## config.mk

```make
export PLATFORM = sky130hd
export DESIGN_NAME = xmd_engine
export DESIGN_NICKNAME = d
export VERILOG_FILES = /design/src/shared/xmd_pkg.sv /design/src/design/xmd_engine.sv
export SDC_FILE = /design/constraint.sdc
export NUM_CORES = 1
export LEC_CHECK = 0
export BUFFER_PORTS_ARGS = -buffer_cell sky130_fd_sc_hd__buf_2
export CAP_MARGIN = 20
export CORE_MARGIN = 4
export CORE_UTILIZATION = 45
export CTS_BUF_LIST = sky130_fd_sc_hd__clkbuf_16
export DETAILED_ROUTE_END_ITERATION = 8
export PLACE_DENSITY = 0.71
export SLEW_MARGIN = 10
export SYNTH_ARGS = -nofsm -noshare
export SYNTH_HDL_FRONTEND = slang
export SYNTH_SLANG_ARGS = --single-unit
```

## constraint.sdc

```tcl
create_clock -name clk -period 17.9 [get_ports clk]
set_clock_uncertainty 0.2 [all_clocks]
set_input_delay 3.58 -clock clk [delete_from_list [all_inputs] [get_ports clk]]
set_output_delay 3.58 -clock clk [all_outputs]
set_load 0.02 [all_outputs]
```

## src/shared/xmd_pkg.sv

```systemverilog
`default_nettype none
package xmd_pkg;
	// first mode register layout
	localparam int SRC_STEP_HI = 7;
	localparam int SRC_STEP_LO = 6;
	localparam int DST_STEP_HI = 5;
	localparam int DST_STEP_LO = 4;
	localparam int OP_KIND_HI = 3;
	localparam int OP_KIND_LO = 2;
	localparam int AREA_SIDE_SELECT = 1;
	localparam int UNIT_SIZE = 0;
	// second mode register layout
	localparam int CHAIN_ENABLE = 7;
	localparam int IRQ_EVERY_TRANSFER = 6;
	localparam logic [7:0] MODE_B_USED = 8'hc0;
	// step codes
	localparam logic [1:0] STEP_INC = 2'h2;
	localparam logic [1:0] STEP_DEC = 2'h3;
	// operation kinds
	localparam logic [1:0] OP_NORMAL = 2'h0;
	localparam logic [1:0] OP_REPEAT = 2'h1;
	localparam logic [1:0] OP_BLOCK = 2'h2;
	localparam int PTR_W = 24;
	localparam int VEC_W = 8;
	// register set image as held in on-chip ram
	typedef struct packed {
		logic [7:0] transfer_mode_a;
		logic [7:0] transfer_mode_b;
		logic [PTR_W-1:0] src_pointer;
		logic [PTR_W-1:0] dst_pointer;
		logic [15:0] count_a;
		logic [15:0] count_b;
	} xmd_set_type;
	// one unit move for the bus mover
	typedef struct packed {
		logic [PTR_W-1:0] src;
		logic [PTR_W-1:0] dst;
		logic word;
	} xmd_move_type;
endpackage
`default_nettype wire

```

## src/design/xmd_engine.sv

```systemverilog
`default_nettype none
// Overview of operation
// - mode a fields at bits 7..0
// - source step fixed or increments by unit
// - source step code 11 decrements by unit
// - destination step fixed or increments by unit
// - destination step code 11 decrements by unit
// - kinds normal, repeat, block; 11 prohibited
// - side select picks repeat or block area
// - unit size picks byte or word
// - chain enable loads next set, same activation
// - chained set: no end check, no clears
// - irq every transfer keeps source flag set
// - otherwise irq only at count end
// - mode b low six bits ignored
// - load set from ram, write back after
// - normal: 16-bit count down to zero
// - repeat/block: low byte reloads from high
module xmd_engine (
	input wire logic clk,
	input wire logic sys_rst,
	input wire logic ce,
	input wire logic act_valid,
	input wire logic [xmd_pkg::VEC_W-1:0] act_vec,
	output logic act_ack,
	output logic ram_rd_req,
	output logic [xmd_pkg::VEC_W-1:0] ram_addr,
	input wire logic ram_rd_valid,
	input wire xmd_pkg::xmd_set_type ram_rd_data,
	output logic ram_wr_valid,
	output xmd_pkg::xmd_set_type ram_wr_data,
	output logic move_valid,
	output xmd_pkg::xmd_move_type move_data,
	input wire logic move_ready,
	output logic irq_req,
	output logic clear_flag,
	output logic clear_enable,
	output logic bad_kind
);
	typedef enum {ST_IDLE, ST_LOAD, ST_XFER, ST_STORE, ST_DONE} xmd_state_type;
	xmd_state_type state;
	xmd_pkg::xmd_set_type set;
	xmd_pkg::xmd_set_type next_set;
	logic ended;
	logic next_ended;
	logic more;
	logic chain;
	logic [1:0] kind;
	logic [xmd_pkg::PTR_W-1:0] src_delta;
	logic [xmd_pkg::PTR_W-1:0] dst_delta;
	logic [7:0] low_next;
	logic reload;
	logic [xmd_pkg::PTR_W-1:0] rewind;
	logic src_area;
	logic push;
	logic pop;
	logic full;
	xmd_pkg::xmd_move_type slot1;
	logic vld1;

	// pointer step for a code and unit size
	function automatic logic [xmd_pkg::PTR_W-1:0] step_of(input logic [1:0] code,
			input logic word);
		logic [xmd_pkg::PTR_W-1:0] mag;
		mag = word ? 24'h000002 : 24'h000001;
		if (!code[1]) begin
			step_of = 24'h000000;
		end else if (code == xmd_pkg::STEP_DEC) begin
			step_of = 24'(~mag + 24'h000001);
		end else begin
			step_of = mag;
		end
	endfunction

	// field decode of the loaded set
	always_comb begin
		kind = set.transfer_mode_a[xmd_pkg::OP_KIND_HI:xmd_pkg::OP_KIND_LO];
		if (kind == 2'h3) begin
			kind = xmd_pkg::OP_NORMAL;
		end
		src_delta = step_of(set.transfer_mode_a[xmd_pkg::SRC_STEP_HI:xmd_pkg::SRC_STEP_LO],
			set.transfer_mode_a[xmd_pkg::UNIT_SIZE]);
		dst_delta = step_of(set.transfer_mode_a[xmd_pkg::DST_STEP_HI:xmd_pkg::DST_STEP_LO],
			set.transfer_mode_a[xmd_pkg::UNIT_SIZE]);
		src_area = set.transfer_mode_a[xmd_pkg::AREA_SIDE_SELECT];
		chain = set.transfer_mode_b[xmd_pkg::CHAIN_ENABLE];
	end

	// counts and pointers after one unit; area rewinds on reload
	always_comb begin
		next_set = set;
		next_ended = 1'b0;
		more = 1'b0;
		next_set.src_pointer = 24'(set.src_pointer + src_delta);
		next_set.dst_pointer = 24'(set.dst_pointer + dst_delta);
		low_next = 8'(set.count_a[7:0] - 8'h01);
		reload = 1'b0;
		// a high byte of zero stands for 256 units
		rewind = 24'(24'({set.count_a[15:8] == 8'h00, set.count_a[15:8]})
			* (src_area ? src_delta : dst_delta));
		if (kind == xmd_pkg::OP_NORMAL) begin
			next_set.count_a = 16'(set.count_a - 16'h0001);
			next_ended = next_set.count_a == 16'h0000;
		end else begin
			next_set.count_a[7:0] = low_next;
			reload = low_next == 8'h00;
			if (reload) begin
				next_set.count_a[7:0] = set.count_a[15:8];
				if (src_area) begin
					next_set.src_pointer = 24'(next_set.src_pointer - rewind);
				end else begin
					next_set.dst_pointer = 24'(next_set.dst_pointer - rewind);
				end
			end
			if (kind == xmd_pkg::OP_BLOCK) begin
				more = !reload;
				if (reload) begin
					next_set.count_b = 16'(set.count_b - 16'h0001);
					next_ended = next_set.count_b == 16'h0000;
				end
			end
		end
		if (chain) begin
			next_ended = 1'b0;
		end
	end

	assign push = ce && state == ST_XFER && !full;
	assign pop = ce && move_valid && move_ready;
	assign full = vld1;

	// main sequencer
	always_ff @(posedge clk) begin
		if (sys_rst) begin
			state <= ST_IDLE;
			set <= '0;
			ended <= 1'b0;
			ram_addr <= '0;
		end else if (ce) begin
			case (state)
				ST_IDLE: begin
					if (act_valid) begin
						ram_addr <= act_vec;
						state <= ST_LOAD;
					end
				end
				ST_LOAD: begin
					if (ram_rd_valid) begin
						set <= ram_rd_data;
						state <= ST_XFER;
					end
				end
				ST_XFER: begin
					if (!full) begin
						set <= next_set;
						ended <= next_ended;
						state <= more ? ST_XFER : ST_STORE;
					end
				end
				ST_STORE: begin
					state <= ST_DONE;
				end
				ST_DONE: begin
					if (chain) begin
						ram_addr <= 8'(ram_addr + 8'h01);
						state <= ST_LOAD;
					end else begin
						state <= ST_IDLE;
					end
				end
				default: begin
					state <= ST_IDLE;
				end
			endcase
		end
	end

	// ram handshake strobes, one cycle each
	always_ff @(posedge clk) begin
		if (sys_rst) begin
			act_ack <= 1'b0;
			ram_rd_req <= 1'b0;
			ram_wr_valid <= 1'b0;
			ram_wr_data <= '0;
		end else if (ce) begin
			act_ack <= state == ST_IDLE && act_valid;
			ram_rd_req <= (state == ST_IDLE && act_valid) || (state == ST_DONE && chain);
			ram_wr_valid <= state == ST_STORE;
			if (state == ST_STORE) begin
				ram_wr_data <= set;
			end
		end
	end

	// end-of-set outcome: irq, flag clear, enable clear
	always_ff @(posedge clk) begin
		if (sys_rst) begin
			irq_req <= 1'b0;
			clear_flag <= 1'b0;
			clear_enable <= 1'b0;
		end else if (ce) begin
			irq_req <= 1'b0;
			clear_flag <= 1'b0;
			clear_enable <= 1'b0;
			if (state == ST_DONE && !chain) begin
				irq_req <= set.transfer_mode_b[xmd_pkg::IRQ_EVERY_TRANSFER] || ended;
				clear_flag <= !set.transfer_mode_b[xmd_pkg::IRQ_EVERY_TRANSFER] && !ended;
				clear_enable <= set.transfer_mode_b[xmd_pkg::IRQ_EVERY_TRANSFER] || ended;
			end
		end
	end

	// prohibited kind seen at load time
	always_ff @(posedge clk) begin
		if (sys_rst) begin
			bad_kind <= 1'b0;
		end else if (ce && state == ST_LOAD && ram_rd_valid) begin
			bad_kind <= ram_rd_data.transfer_mode_a[xmd_pkg::OP_KIND_HI:xmd_pkg::OP_KIND_LO]
				== 2'h3;
		end
	end

	// two-entry move buffer; head slot drives the port so a stalled mover loses nothing
	always_ff @(posedge clk) begin
		if (sys_rst) begin
			move_valid <= 1'b0;
			vld1 <= 1'b0;
			move_data <= '0;
			slot1 <= '0;
		end else if (ce) begin
			if (pop) begin
				move_valid <= vld1 || push;
				move_data <= vld1 ? slot1 : {set.src_pointer, set.dst_pointer,
					set.transfer_mode_a[xmd_pkg::UNIT_SIZE]};
				vld1 <= vld1 && push;
				if (push) begin
					slot1 <= {set.src_pointer, set.dst_pointer,
						set.transfer_mode_a[xmd_pkg::UNIT_SIZE]};
				end
			end else if (push) begin
				if (!move_valid) begin
					move_valid <= 1'b1;
					move_data <= {set.src_pointer, set.dst_pointer,
						set.transfer_mode_a[xmd_pkg::UNIT_SIZE]};
				end else begin
					vld1 <= 1'b1;
					slot1 <= {set.src_pointer, set.dst_pointer,
						set.transfer_mode_a[xmd_pkg::UNIT_SIZE]};
				end
			end
		end
	end
endmodule // xmd_engine
`default_nettype wire

```

==> results of run 1 <==
-- worst paths after layout --
check	depth (start not counted)	start	endpoint
setup / recovery	30	next_set[95]	set[77]
hold / removal	2	ram_wr_data[43]	ram_wr_data[43]
setup reg to reg	30	next_set[95]	set[77]
hold reg to reg	2	ram_wr_data[43]	ram_wr_data[43]
-- per-layer routing --
metal,vias up,track usage,wire (um)
met4,4,0.08153,1847
met1,9328,0.3602,28840
met2,617,0.3964,28130
met5,-,0,21
met3,116,0.03748,4098
li1,9483,-,-
-- tightest hold or removal path: stages (launching register included) --
cell and delay [ns]:
dfxtp_1 0.30, nand2_1 0.05, a21oi_1 0.05
-- per-stage QoR --
stage               worst slack (ns)  area, um^2  power [W]  instances
floorplan                      9.855       19850   0.001027       2602
global placement               9.374       21510   0.001118       3312
detailed placement             9.135       21510   0.001128       3312
CTS                            9.078       22690   0.001865       3379
global route                   8.374       22730   0.001937       3383
finish                         9.017       22730   0.001858       3383
-- cells in the mapped netlist, types with 53 or more instances --
library cell | n | share of area
inv_1 | 112 | 0.021
clkbuf_1 | 146 | 0.028
nand2_1 | 501 | 0.095
nand3_1 | 53 | 0.013
dfxtp_1 | 310 | 0.31
a21oi_1 | 310 | 0.078
ha_1 | 113 | 0.071
xnor2_1 | 69 | 0.030
o21ai_0 | 75 | 0.019
mux2i_1 | 55 | 0.028
a211oi_1 | 86 | 0.033
nor2_1 | 209 | 0.040
-- power by group --
| part | switching, W | internal (W) |
|---|---|---|
| clock network | 0.000312 | 0.000425 |
| logic | 0.000226 | 0.000148 |
| registers | 0.0000348 | 0.000712 |
-- state kept, by name (all words and copies together) (netlist names) --
signal / flops
act_ack: 1
bad_kind: 1
chain: 1
clear_enable: 1
clear_flag: 1
ended: 1
full: 1
move_data: 49
move_valid: 1
next_set: 15
ram_addr: 8
ram_rd_req: 1
ram_wr_data: 96
ram_wr_valid: 1
set: 80
slot1: 49
state: 3
-- area by class of cell --
class / instances / share of cell area
tap: 585 / 0.03221
timing repair buffer: 291 / 0.06772
clock inverter: 30 / 0.01118
sequential: 310 / 0.2731
inverter: 113 / 0.01866
antenna: 3 / 0.0003303
clock buffer: 37 / 0.04074
multi-input combinational: 2014 / 0.5561
-- kinds of logic (layout without fill, tap and decap cells) --
logic type,count (synthesis),in the layout,synth area share
compound gates,747,747,0.2398
xor+xnor,101,101,0.04457
fa+ha+maj,155,155,0.1117
buf+inv,278,471,0.05346
flops,310,310,0.3127
mux,60,60,0.03058
other cells,0,3,0
simple gates,951,951,0.2073
==> results.json, run 1 <==
{
  "cts_resized": 0,
  "start_kind": "register",
  "finalSetupTns_ns": 0,
  "core_area_mm2": 0.04336,
  "place_hpwl_um": 45800,
  "p_leak_nw": 9.636,
  "hold_buffers": 0,
  "drv_slew": 0,
  "crit_top_cell": "fa_1",
  "ys_warn_count": 0,
  "synth_seq_cells": 310,
  "cts_tree": "yes",
  "die_h_um": 218.0,
  "num_vias": 19550,
  "cts_setup_buffers": 0,
  "ctsRootBufferMaster": "clkbuf_16",
  "portBuffers": 270,
  "crit_family": "compound AO/OA/AOI/OAI gates",
  "grt_pass1_wl_um": 98570,
  "final_common_cell": "nand2_1",
  "final_cell_mix": "500 x nand2_1, 310 x a21oi_1, 310 x dfxtp_1",
  "cts_buffer_depth": 3,
  "slowest_delay_ns": 0.62,
  "critPathArrivalTime_ns": 9.19,
  "synth_fp_nets": 2863,
  "synth_edf_count": 0,
  "grt_max_degree": 126,
  "syn_area_mm2": 0.01985,
  "dr.pass1.iters": 5,
  "final_util": 0.5241,
  "first_iter_violations": 1730,
  "max_clock_freq_ghz": 0.1126,
  "clk_latency_ns": 0.56,
  "gr-usage-all-layers": 0.2533,
  "place_congestion": 0.9724,
  "cts_buffers": 37,
  "whs_ns": 0.2511,
  "worst-path-buf-inv": 4,
  "path_max_fanout": 23,
  "layout-drive-gt1-share": 0.1352,
  "hp-class": "reg2reg",
  "drt_wl_total_um": 62940,
  "critical_path_class": "reg2reg",
  "grt_pass1_vias": 18360,
  "hold_violations": 0,
  "synthDistinctLibCells": 82,
  "outcome": "completed",
  "h-tree-depth": 2,
  "numClockSinks": 310,
  "avgViaCountPerCell": 5.778,
  "required_ns": 18.21,
  "fillers": 4198,
  "rsz0062_at_grt": "no",
  "period_minus_slack_ns": 8.883,
  "io_pins": 271,
  "globalRoute.totalOverflow": 0,
  "crit_path_end_kind": "register",
  "fp.dieW_um": 218.0,
  "ys.flop_type": "dfxtp_1",
  "r2r_setup_slack_ns": 9.02,
  "syn_area_per_cell_um2": 7.627,
  "synth-seq-area-share": 0.3127,
  "synthCells": 2602,
  "post-route-period-util": 0.4962,
  "maxCapViolations": 0,
  "ant_nets": 0,
  "route.detailed.drc": 0,
  "area_delta_synth_final_pct": 14.51,
  "clk_pin_slew_ns": 0.06,
  "relSlewSlack": 0.2810,
  "antenna_found_initial": 5,
  "multi_input_area_mm2": 0.01264,
  "ir_drop_mv": 0.06459,
  "crit_slowest_cell": "fa_1",
  "start_util": 0.4577,
  "async_flop_share": 0,
  "worstMarginPinSlew_ns": 1.079,
  "regArea_mm2": 0.006206,
  "dieArea_mm2": 0.04753,
  "wl_per_cell_um": 18.61,
  "row_count": 76,
  "setup_violations": 0,
  "powerDensity_mw_per_mm2": 81.73,
  "final_nets": 3028
}
No activity file was read; power rests on OpenSTA's default activity.
==> run 2: changes to the inputs <==
ABC_AREA = 1   (was not set)
PLACE_DENSITY = 0.73   (was 0.71)
clock period = 7.8 ns   (was 17.9 ns; I/O delays follow)
==> results.json, run 2 <==
{
  "synth_edf_count": 0,
  "ctsRootBufferMaster": "clkbuf_16",
  "final_cell_mix": "521 x nand2_1, 381 x a21oi_1, 374 x inv_1",
  "first_iter_violations": 2004,
  "area_delta_synth_final_pct": 13.48,
  "swShare": 0.3267,
  "rsz0062_at_grt": "no",
  "placed_area_mm2": 0.02203,
  "synthDistinctLibCells": 58,
  "hold_violations": 0,
  "io_pins": 271,
  "seqPwrFrac": 0.394,
  "largest_registers": "ram_wr_data (96), set (80)",
  "cts_buffer_depth": 3,
  "top_layer": "met4",
  "slowest_delay_ns": 0.52,
  "cts_buffers": 35,
  "dieArea_mm2": 0.04875,
  "path_max_fanout": 5,
  "clk_latency_ns": 0.55,
  "ant_nets": 0,
  "crit_top_cell": "nand2_1",
  "p_leak_nw": 10.99,
  "portBuffers": 270,
  "start_kind": "register",
  "grt_pass1_wl_um": 99310,
  "drt-met1-wl_um": 29310,
  "setup_violations": 0,
  "period_minus_slack_ns": 7.194,
  "p_clk_frac": 0.371,
  "fillers": 4506,
  "ys_top_cells_by_count": "521 x nand2_1, 381 x a21oi_1, 374 x inv_1, 344 x o21ai_0, 310 x dfxtp_1",
  "whs_ns": 0.2407,
  "die_h_um": 220.8,
  "globalRoute.totalOverflow": 0,
  "outcome": "completed",
  "crit_slowest_cell": "fa_1",
  "core_area_mm2": 0.04451,
  "ir_drop_mv": 0.1284,
  "synth_fp_nets": 3245,
  "hp-class": "reg2reg",
  "wl_per_cell_um": 16.85,
  "h-tree-depth": 2,
  "drt_wl_total_um": 63760,
  "grt_pass1_vias": 18390,
  "relSlewSlack": 0.4155,
  "place_hpwl_um": 47610,
  "powerDensity_mw_per_mm2": 187.2,
  "multi_input_area_mm2": 0.01209,
  "place_congestion": 0.9850,
  "comb_power_share": 0.235,
  "p_int_w": 0.002915,
  "fp.dieW_um": 220.8,
  "post-route-period-util": 0.9223,
  "drv_slew": 0,
  "yosysMostFrequentCell": "nand2_1",
  "num_vias": 20390,
  "start_util": 0.4578,
  "max_clock_freq_ghz": 0.1390,
  "synthCells": 2984,
  "critical_path_class": "reg2reg",
  "crit_path_end_kind": "register",
  "ys_warn_count": 0,
  "met3WireLength_um": 4182,
  "row_count": 77,
  "synth_seq_cells": 310,
  "cts_tree": "yes",
  "avgViaCountPerCell": 5.390,
  "gr-usage-all-layers": 0.2533,
  "wl_met2_um": 28490,
  "grt_max_degree": 97,
  "clk_pin_slew_ns": 0.06,
  "worstMarginPinSlew_ns": 0.8739,
  "regArea_mm2": 0.006207,
  "top_register": "ram_wr_data",
  "fin_area_mm2": 0.02312,
  "synth-seq-area-share": 0.3046,
  "largest_register_ffs": 96,
  "layout-drive-gt1-share": 0.1355,
  "finalSetupTns_ns": 0,
  "yosysTopAreaCellShare": 0.3046,
  "synth_area_leaders": "dfxtp_1 30%, nand2_1 9.6%, a21oi_1 9.4%",
  "required_ns": 8.01,
  "critPathArrivalTime_ns": 7.40,
  "maxCapViolations": 0,
  "syn_area_per_cell_um2": 6.829,
  "route.detailed.drc": 0,
  "power_switching_w": 0.001415,
  "yosys.area.top_type": "dfxtp_1",
  "final_nets": 3428,
  "numClockSinks": 310,
  "dr.pass1.iters": 5,
  "async_flop_share": 0,
  "final_common_cell": "nand2_1",
  "antenna_found_initial": 2,
  "syn_area_mm2": 0.02038,
  "ys.flop_type": "dfxtp_1"
}
## run 2: cell count changes after synthesis, sizes merged, moves of 47 or more
cell,change
inv,+276
o21ai,+273
nand3,+110
a211oi,-79
a21oi,+76
mux2i,-55
nand2,+47
## run 2: layout make-up
class / instances / share of cell area
Clock buffer: 35 / 0.03787
Timing Repair Buffer: 292 / 0.06558
Clock inverter: 23 / 0.008928
Inverter: 392 / 0.06395
Multi-Input combinational cell: 2136 / 0.5229
Antenna cell: 3 / 0.0003246
Sequential cell: 310 / 0.2684
Tap cell: 592 / 0.03203
## run 2: critical path: cells and delay by family (launching register included)
family	cells	cell delay (ns)
adders and majority gates	6	2.62
and+or+nand+nor	17	1.82
buffers and inverters	6	0.72
xor gates and xnor gates	1	0.19
DFF	1	0.40
AOI/OAI and AO/OA	5	1.11
## run 2: final timing paths
check             startpoint  slack (ns)         endpoint  depth (start not counted)
min reg2reg  ram_wr_data[20]        0.24  ram_wr_data[20]                          2
min          ram_wr_data[20]        0.24  ram_wr_data[20]                          2
max reg2reg     next_set[88]        0.61          set[79]                         35
max             next_set[88]        0.61          set[79]                         35
## run 2: power groups by stage
stage          clock (W)  sequential (W)  combinational (W)
6_report         0.00160         0.00171            0.00102
5_1_grt          0.00170         0.00171            0.00115
4_1_cts          0.00164         0.00170            0.00101
3_5_place_dp           0         0.00174            0.00100
3_3_place_gp           0         0.00174            0.00100
2_1_floorplan          0         0.00173           0.000745
## run 2: layer usage
metal,up-vias,global-route usage
li1,10320,-
met1,9366,0.3633
met2,608,0.3987
met3,99,0.03461
met4,0,0.07406
met5,-,0
## run 2: stage by stage
| stage | setup slack, ns | power (W) | cells | util |
|---|---|---|---|---|
| after CTS | 0.6459 | 0.004351 | 3780 | 0.5194 |
| after global routing | 0.06777 | 0.004560 | 3782 | 0.5195 |
| after detailed placement | 0.6670 | 0.002739 | 3722 | 0.4951 |
| final | 0.6063 | 0.004330 | 3783 | 0.5195 |
| after global placement | 0.8026 | 0.002742 | 3722 | 0.4951 |
| after floorplan | 1.185 | 0.002479 | 2984 | - |
## run 2: cells by family after synthesis
kind of cell / Yosys count / synth area share
simple gates: 1017 / 0.2152
flops: 310 / 0.3046
fa+ha+maj: 151 / 0.1067
xor+xnor: 82 / 0.03592
compound gates: 886 / 0.2348
buf+inv: 538 / 0.1028
## run 2: timing repair
item,4_1_cts,5_1_grt
buffers inserted,0,0
hold buffers,0,0
endpoints found under the hold margin,0,0
gates resized for setup,0,1
endpoints found under the setup margin,0,1
==> run 3: changes to the inputs <==
REMOVE_ABC_BUFFERS = 1   (was not set)
==> results.json, run 3 (synthesis gave the netlist of run 2 again) <==
{
  "p_clk_frac": 0.381,
  "comb_power_share": 0.231,
  "rsz0062_at_grt": "no",
  "drv_slew": 0,
  "die_h_um": 220.8,
  "p_int_w": 0.002969,
  "swShare": 0.3236,
  "finalSetupTns_ns": 0,
  "largest_register_ffs": 96,
  "final_util": 0.5208,
  "wl_per_cell_um": 17.00,
  "worstMarginPinSlew_ns": 1.076,
  "regArea_mm2": 0.006207,
  "drt_wl_total_um": 64340,
  "hp-class": "reg2reg",
  "cts_resized": 0,
  "portBuffers": 270,
  "crit_top_cell": "inv_1",
  "clk_latency_ns": 0.55,
  "top_register": "ram_wr_data",
  "max_clock_freq_ghz": 0.1378,
  "post-route-period-util": 0.9305,
  "setup_violations": 0,
  "start_util": 0.4578,
  "critPathArrivalTime_ns": 7.54,
  "place_congestion": 0.9629,
  "outcome": "completed",
  "p_leak_nw": 11.03,
  "final_cell_mix": "520 x nand2_1, 381 x a21oi_1, 377 x inv_1",
  "relSlewSlack": 0.2824,
  "final_common_cell": "nand2_1",
  "numClockSinks": 310,
  "maxCapViolations": 0,
  "multi_input_area_mm2": 0.01210,
  "hold_buffers": 0,
  "cts_setup_buffers": 0,
  "cts_buffer_depth": 3,
  "row_count": 77,
  "dieArea_mm2": 0.04875,
  "io_pins": 271,
  "hold_violations": 0,
  "power_switching_w": 0.001420,
  "whs_ns": 0.2404,
  "ir_drop_mv": 0.1687,
  "fp.dieW_um": 220.8,
  "cts_buffers": 35,
  "cts_tree": "yes",
  "dr.pass1.iters": 6,
  "area_delta_synth_final_pct": 13.77,
  "globalRoute.totalOverflow": 0,
  "period_minus_slack_ns": 7.258,
  "crit_path_end_kind": "register",
  "avgViaCountPerCell": 5.397,
  "critical_path_class": "reg2reg",
  "ant_nets": 0,
  "crit_slowest_cell": "dfxtp_1",
  "route.detailed.drc": 0,
  "largest_registers": "ram_wr_data (96), set (80)",
  "fillers": 4461,
  "grt_pass1_wl_um": 101800,
  "grt_pass1_vias": 19070,
  "final_nets": 3426,
  "num_vias": 20420,
  "layout-drive-gt1-share": 0.1351,
  "ctsRootBufferMaster": "clkbuf_16",
  "core_area_mm2": 0.04451,
  "required_ns": 8.08,
  "seqPwrFrac": 0.388,
  "path_max_fanout": 9,
  "first_iter_violations": 1716,
  "gr-usage-all-layers": 0.2578,
  "start_kind": "register",
  "antenna_found_initial": 3,
  "grt_max_degree": 135,
  "h-tree-depth": 2,
  "powerDensity_mw_per_mm2": 189.3,
  "clk_pin_slew_ns": 0.06,
  "slowest_delay_ns": 0.61,
  "place_hpwl_um": 46620
}
[run 3: worst max-delay path: cells and delay by family, from the launching register on]
family | cells | cell delay [ns]
fa+ha+maj | 6 | 2.94
flops | 1 | 0.61
simple gates | 11 | 1.41
compound gates | 6 | 1.41
buf+inv | 6 | 0.60
[run 3: worst paths after layout]
kind                   startpoint              end  slack, ns  cells past startpoint
setup / recovery     next_set[89]          set[53]       0.54                     29
hold / removal    ram_wr_data[41]  ram_wr_data[41]       0.24                      2
setup reg to reg     next_set[89]          set[53]       0.54                     29
hold reg to reg   ram_wr_data[41]  ram_wr_data[41]       0.24                      2
[run 3: metrics by stage]
| step | area (um^2) | power [W] | instances | worst slack (ns) |
|---|---|---|---|---|
| after floorplan | 19750 | 0.002463 | 2838 | -0.7675 |
| after global placement | 22040 | 0.002731 | 3720 | 0.7685 |
| after detailed placement | 22040 | 0.002734 | 3720 | 0.6643 |
| after CTS | 23180 | 0.004408 | 3783 | 0.6138 |
| after global routing | 23180 | 0.004609 | 3784 | 0.05179 |
| final | 23180 | 0.004389 | 3784 | 0.5420 |
[run 3: per-layer routing]
metal  up-vias  track usage  wire length [um]
li1      10310            -                 -
met1      9359       0.3497             29090
met2       641       0.4219             28840
met3       115      0.04793              4592
met4         2      0.07239              1800
met5         -            0                 8
[run 3: final cells by class]
type / instances / share of cell area
clock inverter: 27 / 0.01031
antenna: 1 / 0.0001079
sequential: 310 / 0.2678
multi-input combinational: 2136 / 0.5219
tap: 592 / 0.03195
clock buffer: 36 / 0.03886
timing repair buffer: 290 / 0.06531
inverter: 392 / 0.06380
[run 3: power groups by stage]
stage	clock (W)	sequential, W	combinational, W
after detailed placement	0	0.00174	0.000998
after global placement	0	0.00174	0.000995
final	0.00167	0.00170	0.00101
after CTS	0.00170	0.00170	0.00100
after floorplan	0	0.00174	0.000727
after global routing	0.00176	0.00171	0.00114
